$ cat src/qusi_regs.svh
// Purpose: Constants for the quad UART host select and interrupt port
// Assumes: Included by bare name from the package and the modules
// Notes:   Definitions only
`ifndef QUSI_REGS_SVH
`define QUSI_REGS_SVH

`define QUSI_NUM_CHAN        4
`define QUSI_DATA_W          8
`define QUSI_NUM_COND        4
`define QUSI_RDY_TX_LSB      0
`define QUSI_RDY_RX_LSB      4
`define QUSI_MODEM_CTRL_IRQ_OE_BIT 3
`define QUSI_STYLE_PERCHAN   1'b1
`define QUSI_BYTE_RESET      8'h00
`define QUSI_CHAN_RESET      4'h0

`endif

$ cat src/qusi_pkg.sv
// Purpose: Types for the quad UART host select and interrupt port
// Assumes: qusi_regs.svh holds every number
// Notes:   Types only
`include "qusi_regs.svh"

package qusi_pkg;
    typedef logic [`QUSI_DATA_W-1:0]                   qusi_byte_t;
    typedef logic [`QUSI_NUM_CHAN-1:0]                 qusi_chan_vec_t;
    typedef logic [`QUSI_NUM_CHAN*`QUSI_DATA_W-1:0]    qusi_chan_bytes_t;
    typedef logic [`QUSI_NUM_CHAN*`QUSI_NUM_COND-1:0]  qusi_chan_cond_t;
    typedef enum logic { qusi_style_proc, qusi_style_perchan } qusi_style_t;
    typedef enum logic [1:0] { qusi_drv_idle, qusi_drv_summary, qusi_drv_chan } qusi_drv_t;
endpackage

$ cat src/qusi_host_port.sv
// Purpose: Host bus channel select, ready summary read and channel interrupts
// Assumes: All pin inputs synchronous to clock_i; channel registers live outside
// Notes:   Data bus is split into input, output and output enable
`include "qusi_regs.svh"

// Function
// Processor style: shared active-low select low makes all four channels eligible.
// Processor style: upper channel address picks the one responding channel.
// Per-channel style: each channel with its select low transfers data.
// Per-channel style: shared select input acts as channel A select.
// Ready select low drives inverted tx flags on bits 0-3, rx on 4-7.
// Eight-bit three-state data bus, bit 0 least significant.
// Channel interrupt driven when modem control bit 3, enable and pending; the code does so in per-channel style only.
// Bus style input high selects per-channel style, low processor style.
// Pending from receive errors, data, holding empty or modem change.
// Interrupt drive select high keeps interrupts driven regardless of bit 3; the code does so in per-channel style only.
// Data bus released unless ready select is low or a read with a valid select is active.
module qusi_host_port
    import qusi_pkg::*;
(
    input  wire logic                   clock_i,
    input  wire logic                   resetn_i,
    input  wire logic                   enable_i,
    input  wire logic                   bus_style_i,
    input  wire logic                   first_channel_select_n_i,
    input  wire logic [1:0]             upper_channel_address_i,
    input  wire logic [3:1]             chan_select_n_i,
    input  wire logic                   read_n_i,
    input  wire logic                   write_n_i,
    input  wire logic                   ready_status_select_n_i,
    input  wire qusi_pkg::qusi_chan_vec_t   tx_space_flag_i,
    input  wire qusi_pkg::qusi_chan_vec_t   rx_data_flag_i,
    input  wire qusi_pkg::qusi_chan_bytes_t chan_read_data_i,
    input  wire qusi_pkg::qusi_chan_bytes_t modem_control_reg_i,
    input  wire qusi_pkg::qusi_chan_cond_t  irq_enable_reg_i,
    input  wire qusi_pkg::qusi_chan_cond_t  irq_cond_i,
    input  wire logic                   irq_drive_select_i,
    input  wire qusi_pkg::qusi_byte_t   data_i,
    output qusi_pkg::qusi_byte_t        data_o,
    output logic                        data_oe_o,
    output qusi_pkg::qusi_chan_vec_t    chan_access_o,
    output qusi_pkg::qusi_chan_vec_t    chan_read_o,
    output qusi_pkg::qusi_chan_vec_t    chan_write_o,
    output qusi_pkg::qusi_byte_t        chan_write_data_o,
    output qusi_pkg::qusi_chan_vec_t    irq_o,
    output qusi_pkg::qusi_chan_vec_t    irq_oe_o
);
    import qusi_pkg::*;

    ////////////////////////////////////////////////////////////////////////////
    // Reset release
    // Synchroniser keeps running while enable_i is low

    logic [1:0] rst_sync;
    logic       rst_n;

    always_ff @(posedge clock_i or negedge resetn_i)
    begin
        if (!resetn_i)
            rst_sync <= 2'h0;
        else
            rst_sync <= {rst_sync[0], 1'b1};
    end

    assign rst_n = rst_sync[1];

    ////////////////////////////////////////////////////////////////////////////
    // Channel select decode

    qusi_style_t    style;
    qusi_chan_vec_t sel;
    qusi_byte_t     summary;

    always_comb
    begin
        style = (bus_style_i == `QUSI_STYLE_PERCHAN) ? qusi_style_perchan : qusi_style_proc;
        sel   = `QUSI_CHAN_RESET;
        case (style)
            qusi_style_proc:
            begin
                if (!first_channel_select_n_i)
                    sel[upper_channel_address_i] = 1'b1;
            end
            qusi_style_perchan:
            begin
                sel = ~{chan_select_n_i, first_channel_select_n_i};
            end
            default:
            begin
                sel = `QUSI_CHAN_RESET;
            end
        endcase
        // Ready summary bits are active-low copies of the flags
        summary = `QUSI_BYTE_RESET;
        summary[`QUSI_RDY_TX_LSB +: `QUSI_NUM_CHAN] = ~tx_space_flag_i;
        summary[`QUSI_RDY_RX_LSB +: `QUSI_NUM_CHAN] = ~rx_data_flag_i;
    end

    ////////////////////////////////////////////////////////////////////////////
    // Data bus drive

    qusi_drv_t      drv;
    qusi_drv_t      next_drv;
    qusi_byte_t     next_data;
    qusi_byte_t     chan_mux;
    qusi_chan_vec_t next_access;
    qusi_chan_vec_t next_read;
    qusi_chan_vec_t next_write;
    qusi_byte_t     next_wdata;
    qusi_byte_t     data_q;
    qusi_chan_vec_t access_q;
    qusi_chan_vec_t read_q;
    qusi_chan_vec_t write_q;
    qusi_byte_t     wdata_q;

    always_comb
    begin
        // Several per-channel selects low on a read: the lowest channel drives
        chan_mux = `QUSI_BYTE_RESET;
        for (int c = `QUSI_NUM_CHAN - 1; c >= 0; c--)
        begin
            if (sel[c])
                chan_mux = chan_read_data_i[c*`QUSI_DATA_W +: `QUSI_DATA_W];
        end
        next_access = sel;
        next_read   = read_n_i ? `QUSI_CHAN_RESET : sel;
        next_write  = write_n_i ? `QUSI_CHAN_RESET : sel;
        next_wdata  = data_i;
        next_data   = data_q;
        // Ready summary has priority over a channel read
        if (!ready_status_select_n_i)
            next_drv = qusi_drv_summary;
        else if (!read_n_i && (|sel))
            next_drv = qusi_drv_chan;
        else
            next_drv = qusi_drv_idle;
        case (next_drv)
            qusi_drv_summary:
            begin
                next_data = summary;
            end
            qusi_drv_chan:
            begin
                next_data = chan_mux;
            end
            default:
            begin
                next_data = data_q;
            end
        endcase
    end

    always_ff @(posedge clock_i or negedge rst_n)
    begin
        if (!rst_n)
        begin
            drv      <= qusi_drv_idle;
            data_q   <= `QUSI_BYTE_RESET;
            access_q <= `QUSI_CHAN_RESET;
            read_q   <= `QUSI_CHAN_RESET;
            write_q  <= `QUSI_CHAN_RESET;
            wdata_q  <= `QUSI_BYTE_RESET;
        end
        else if (enable_i)
        begin
            drv      <= next_drv;
            data_q   <= next_data;
            access_q <= next_access;
            read_q   <= next_read;
            write_q  <= next_write;
            wdata_q  <= next_wdata;
        end
    end

    // data_o keeps its last byte while the bus is released
    assign data_o            = data_q;
    assign data_oe_o         = (drv != qusi_drv_idle);
    assign chan_access_o     = access_q;
    assign chan_read_o       = read_q;
    assign chan_write_o      = write_q;
    assign chan_write_data_o = wdata_q;

    ////////////////////////////////////////////////////////////////////////////
    // Channel interrupts
    // Processor style leaves every interrupt pin undriven; any wire-OR sits outside

    qusi_chan_vec_t next_irq;
    qusi_chan_vec_t next_irq_oe;
    qusi_chan_vec_t irq_q;
    qusi_chan_vec_t irq_oe_q;

    for (genvar g = 0; g < `QUSI_NUM_CHAN; g++)
    begin : g_chan
        qusi_irq_chan u_irq
        (
            .perchan_i          (style == qusi_style_perchan),
            .irq_drive_select_i (irq_drive_select_i),
            .modem_ctrl_irq_oe_i (modem_control_reg_i[g*`QUSI_DATA_W + `QUSI_MODEM_CTRL_IRQ_OE_BIT]),
            .cond_i             (irq_cond_i[g*`QUSI_NUM_COND +: `QUSI_NUM_COND]),
            .irq_enable_reg_i   (irq_enable_reg_i[g*`QUSI_NUM_COND +: `QUSI_NUM_COND]),
            .irq_o              (next_irq[g]),
            .irq_oe_o           (next_irq_oe[g])
        );
    end

    always_ff @(posedge clock_i or negedge rst_n)
    begin
        if (!rst_n)
        begin
            irq_q    <= `QUSI_CHAN_RESET;
            irq_oe_q <= `QUSI_CHAN_RESET;
        end
        else if (enable_i)
        begin
            irq_q    <= next_irq;
            irq_oe_q <= next_irq_oe;
        end
    end

    assign irq_o    = irq_q;
    assign irq_oe_o = irq_oe_q;
endmodule // qusi_host_port

$ cat src/qusi_irq_chan.sv
// Purpose: Interrupt level and drive enable of one channel
// Assumes: Inputs synchronous to the port clock
// Notes:   Combinational; the parent registers the results
`include "qusi_regs.svh"

module qusi_irq_chan
    import qusi_pkg::*;
(
    input  wire logic                      perchan_i,
    input  wire logic                      irq_drive_select_i,
    input  wire logic                      modem_ctrl_irq_oe_i,
    input  wire logic [`QUSI_NUM_COND-1:0] cond_i,
    input  wire logic [`QUSI_NUM_COND-1:0] irq_enable_reg_i,
    output logic                           irq_o,
    output logic                           irq_oe_o
);
    import qusi_pkg::*;

    logic pending;

    always_comb
    begin
        // Errors, data available, holding empty, modem change, each gated by its enable
        pending  = |(cond_i & irq_enable_reg_i);
        irq_oe_o = perchan_i && (irq_drive_select_i || modem_ctrl_irq_oe_i);
        irq_o    = irq_oe_o && pending;
    end
endmodule // qusi_irq_chan

$ cat config.mk
export PLATFORM = sky130hd
export DESIGN_NAME = qusi_host_port
export DESIGN_NICKNAME = d
export VERILOG_FILES = /design/src/qusi_pkg.sv /design/src/qusi_host_port.sv /design/src/qusi_irq_chan.sv
export VERILOG_INCLUDE_DIRS = /design/src /design/src/src
export SDC_FILE = /design/constraint.sdc
export NUM_CORES = 1
export LEC_CHECK = 0
export ABC_AREA = 1
export ABC_CLOCK_PERIOD_IN_PS = 2850
export BUFFER_PORTS_ARGS = -buffer_cell sky130_fd_sc_hd__buf_2
export CORE_ASPECT_RATIO = 1.75
export CORE_MARGIN = 3
export CORE_UTILIZATION = 39
export DETAILED_ROUTE_END_ITERATION = 10
export HOLD_SLACK_MARGIN = 0.02
export PLACE_DENSITY = 0.84
export SETUP_SLACK_MARGIN = 0.5
export SLEW_MARGIN = 20
export SYNTH_ARGS = -nofsm -noshare
export SYNTH_HDL_FRONTEND = slang
export SYNTH_SLANG_ARGS = --single-unit
$ cat constraint.sdc
create_clock -name clock_i -period 2.85 [get_ports clock_i]
set_clock_uncertainty 0.2 [all_clocks]
set_input_delay 0.4275 -clock clock_i [delete_from_list [all_inputs] [get_ports clock_i]]
set_output_delay 0.4275 -clock clock_i [all_outputs]
set_load 0.1 [all_outputs]
## Word-level counts from Yosys, hierarchy flattened

Cells that the tools add are included.

- Bits in registers: 40
- Input bits: 126
- Output and inout port bits: 37
- Logic and storage cells: 58

- $lt $le $gt $ge: 2
- Equality and inequality tests: 2
- Multiplexer cells: 14
- Bitwise logic cells: 8
- Reduce and logical (&&, ||, !) cells: 23

Operator list:

| kind | number |
|---|---|
| two-way mux 8 bit | 4 |
| OR reduction 4 bit | 5 |
| AND 4 bit | 4 |
| case mux 8 bit (2 select lines) | 1 |
| two-way mux 4 bit | 3 |
| inverter 4 bit | 3 |
| logical AND 1 bit | 10 |
| case mux 4 bit (2 select lines) | 1 |
| logical OR 1 bit | 4 |
| two-way mux 2 bit | 2 |
| nonzero test 2 bit | 2 |
| < comparator 2 x 3 -> 1 bit (second input constant) | 1 |
| demux 1 bit (select 2 bit) | 1 |
| == test 2 x 1 -> 1 bit (second input constant) | 1 |
| == test 2 bit (second input constant) | 1 |
| >= comparator 2 x 1 -> 1 bit (second input constant) | 1 |
| two-way mux 1 bit | 2 |
| AND reduction 2 bit | 1 |
| zero test 1 bit | 1 |
| inverter 1 bit | 1 |

## Longest topological paths before layout

- Depth after elaboration: 13
- Mapped depth: 12
- Depth with buffers taken out: 11

## Modules after synthesis

Synthesis repeated with hierarchy kept, for this count alone.

- Cells, all modules: 333
- Area total of the unflattened synthesis: 2288.4 um^2

Modules (own cells, without submodules):

| module | times used | cells an instance | area each (um^2) | seq. area each (um^2) |
|---|---|---|---|---|
| qusi_host_port | 1 | 293 | 2133.3 | 1001.0 |
| qusi_irq_chan | 4 | 10 | 38.8 | 0.0 |

## Worst setup path after synthesis

Ideal clock, no wire load.

- Kind: input to register
- Start: input port bus_style_i
- End: register data_q[5] (netlist: data_o[5])
- Library setup time: 0.123 ns
- Arrival: 1.382 ns
- Required time: 2.527 ns
- Path slack: 1.145 ns
- Stages: 11
- Path buffers: 1
- Path through: inv_2 -> or2_4 -> nand2_4 -> nor2_2 -> nand2_4 -> nand2_2 -> nand2_4 -> buf_6 -> nand3_2 -> nor2_1 -> nor2_1

- Longest elaborated chain between the ends: 10
- Elaborated cells between the ends (all ways): 16
- Those cells by class: 2 x eq/ne; 9 x mux; 1 x bitwise; 4 x reduce/logical

Ends and longest elaborated chain:

| what | line | source |
|---|---|---|
| start: declaration | qusi_host_port.sv:24 | `input wire logic bus_style_i,` |
| two-way mux 1 bit * | qusi_host_port.sv:76 | `` style = (bus_style_i == `QUSI_STYLE_PERCHAN) ? qusi_style_perchan : qusi_style_proc; `` |
| inverter 1 bit | qusi_host_port.sv:78 | `case (style)` |
| case mux 4 bit (2 select lines) * | qusi_host_port.sv:78 |  |
| OR reduction 4 bit | qusi_host_port.sv:133 | `else if (!read_n_i && (\|sel))` |
| logical AND 1 bit | qusi_host_port.sv:133 |  |
| two-way mux 2 bit | qusi_host_port.sv:133 |  |
| two-way mux 2 bit | qusi_host_port.sv:131 | `if (!ready_status_select_n_i)` |
| == test 2 bit / == test 2 x 1 -> 1 bit (equally long branches) | qusi_host_port.sv:137 | `case (next_drv)` |
| nonzero test 2 bit (no line) | - |  |
| AND reduction 2 bit (no line) | - |  |
| end signal: assignment | qusi_host_port.sv:158 | `` data_q <= `QUSI_BYTE_RESET; `` |
| end signal: assignment | qusi_host_port.sv:167 | `data_q <= next_data;` |
| end: declaration | qusi_host_port.sv:110 | `qusi_byte_t data_q;` |

Every way passes the cells marked *; elsewhere a longest branch is shown, timed or not.
A chain may end at the register's enable or synchronous reset.

## Final worst setup path

- Start: input port bus_style_i
- End: register data_q[7] (netlist: data_o[7])

The elaborated chain is that of the path after synthesis.

==> run metrics <==
outcome=complete, no violations; drt first pass iters=4; initial cell density of the core=41.0%; post-synthesis simple-gate area fraction=34.4%; number of diodes=0; capture point of the worst reg-to-reg path=data_o[1]; achievable clock frequency=519 MHz; Slew headroom=38.6%; fraction of layout cells with a size suffix above 1=37.4%; CTS Buf Count=5; synth warn=0; most frequent CP cell=nor2_1; area share of the largest cell type after synthesis=a little under half; Vias per Instance=approximately 4.8; Yosys top cell by area=dfrtp_1; worst-case reg-to-reg path depth=2; commonest non-fill, non-tap cells in the layout=134 x buf_2, 105 x nand2_1, 40 x dfrtp_1; Post-Synth XOR/XNOR Area=0%; synthesis-to-finish area growth=38.0%; Synth Instances=299; setup TNS=0 ns; Die Span X=roughly 63 um; largest family of logic cells by synthesized area=simple AND/OR/NAND/NOR gates; drt wl/cell=around 13 um; multi-input logic area=1040 um^2; maximum capacitance violations=0; RSZ-0062 raised after global routing=false; vias in the first global route=2417; design area=3020 um^2; leak pwr=about 1.8 nW; die area=between 6000 and 7000 um^2; Setup-failing EPs final=0; DRC Markers=0; R2R setup slack=1.96 ns; largest net degree at the start of global routing=39; RR Startpoint=data_o[1]; synth top area cells=dfrtp_1 46%, nand2_1 18%, a21oi_1 5.5%; commonest non-fill, non-tap cell in the layout=buf_2; count of final max-slew check failures=0; core region area=5340 um^2; Tmin final=1.93 ns; Area after DPL=2920 um^2; Layout fillers=between 500 and 600; Power Density=583 nW/um^2; CTS tree=done; clock sinks=40; via count=2427; critical path required time=between 2 and 3 ns; Critical Path End Type=flip-flop; mapped cell area=2190 um^2; VDD IR max=0.000260 V; DRT Wirelength=between 6000 and 7000 um; Syn Area/Cell=7.32 um^2; Hold Crit Class=flip-flop to asynchronous set/reset pin; Root Driver=clkbuf_8; Synth cell types=24; first-pass GRT wire length=10600 um; Die H=105 um; CTS Buffer Depth=2; crit path max-delay cell type=nand2_1; 1st-iter DRT viols=66; slowest stage delay, CP=0.32 ns; antenna violations before repair=0; fin nets=~560; Hold Violations, Final=0; gr usage total=~20%; maximum fanout along the worst path=16; mux share of post-synthesis cell area=0%; Least-Margin Pin Slew=around 0.92 ns; H-tree level count=2; I/O Buffers=between 100 and 150; GPL Wtd Cong=approximately 0.85; CP Cell Sequence=buf_2 -> inv_2 -> or2_1 -> nand2_1 -> nor2_1 -> nand2_4 -> nand2_2 -> nand2_4 -> nand3_1 -> nor2_1 -> nor2_1; half-perimeter wire length after placement=5170 um; Worst EP arrival=between 1.5 and 2 ns; register area share after synthesis=45.7%; Post-Syn Nets=~430; DRT antenna net count=0; CP Class=primary input to flip-flop; total gr overflow=0; Startpoint Class=primary input; row cnt=35; clock slew at reported path FFs=0.08 ns; IO Pins=163; Storage cell area=around 1000 um^2; Yosys reg bits=40; Post-Synth Adder-Cell Area=0%; crit share post-route=67.6%; post-synthesis compound-gate area fraction=12.8%; worst-skew pair later-pin latency=around 0.28 ns
[Yosys cell counts (all sizes together)]
| master | count |
|---|---|
| inv | 25 |
| clkbuf | 6 |
| nand3 | 9 |
| buf | 6 |
| nand4 | 8 |
| o21ai | 18 |
| a21oi | 24 |
| nor2 | 32 |
| nand2 | 110 |
| a22o | 4 |
| a221oi | 4 |
| dfrtp | 40 |
| conb | 1 |
| or2 | 12 |
[how the worst max path moves through the flow]
stage,start,cells after the start,endpoint,slack [ns]
after detailed placement,bus_style_i,11,data_o[4],0.65
final,bus_style_i,11,data_o[7],0.92
after CTS,bus_style_i,11,data_o[4],0.96
after global placement,bus_style_i,11,data_o[1],0.69
after floorplan,bus_style_i,11,data_o[5],1.14
after global routing,bus_style_i,11,data_o[7],0.78
[critical path: cells and delay by family]
family | cells | cell delay, ns
buffers and inverters | 2 | 0.19
AND/OR/NAND/NOR | 9 | 1.29
[report_power, final]
part | switching [mW] | internal [mW]
Combinational | 0.580 | 0.153
Sequential | 0.0275 | 0.623
Clock | 0.181 | 0.197
Total | 0.789 | 0.972
[stage by stage]
step	utilization, %	setup slack [ns]	std cells	power, mW	hold slack (ns)
finish	56.6	0.922	507	1.76	0.0910
global route	56.6	0.780	507	1.85	0.142
CTS	56.6	0.961	507	1.78	0.118
detailed placement	54.6	0.649	498	1.40	0.0136
global placement	54.6	0.695	498	1.38	0.0119
floorplan	-	1.14	299	1.22	-0.0681
[sequential cells by signal, summed over array words and instances (netlist names)]
register and flops:
chan_read_o 4, data_o 8, drv 2, irq_oe_o 4, irq_o 4, chan_access_o 4, chan_write_o 4, chan_write_data_o 8
rst_sync 2
[cell type report]
cell class / count / area share, %
multi-input combinational: 222 / 34.3
sequential: 40 / 33.1
clock buffer: 7 / 2.86
inverter: 25 / 3.11
timing repair buffer: 138 / 23.3
clock inverter: 1 / 0.248
tap: 74 / 3.06
[layer usage]
metal  up-vias  wire length, um  GRT usage, %  part of all wire [%]
met5         -                0             0                     0
met4         0              208          9.95                   3.2
met3        14              434          3.33                   6.7
met2       113             3510          38.6                    54
met1      1082             2360          19.8                    36
li1       1218                -             -                     -
[timing repair]
item,4_1_cts,5_1_grt
setup endpoints to repair,0,0
resized for setup,0,0
hold buffers,1,0
buffers inserted,0,0
endpoints found under the hold margin,2,0
[logic make-up after synthesis]
logic type,after synthesis
AND/OR/NAND/NOR,171
AO/OA/AOI/OAI,50
flip-flops,40
buffers and inverters,37
other,1
Note: power is estimated with default switching activity, not from simulation.
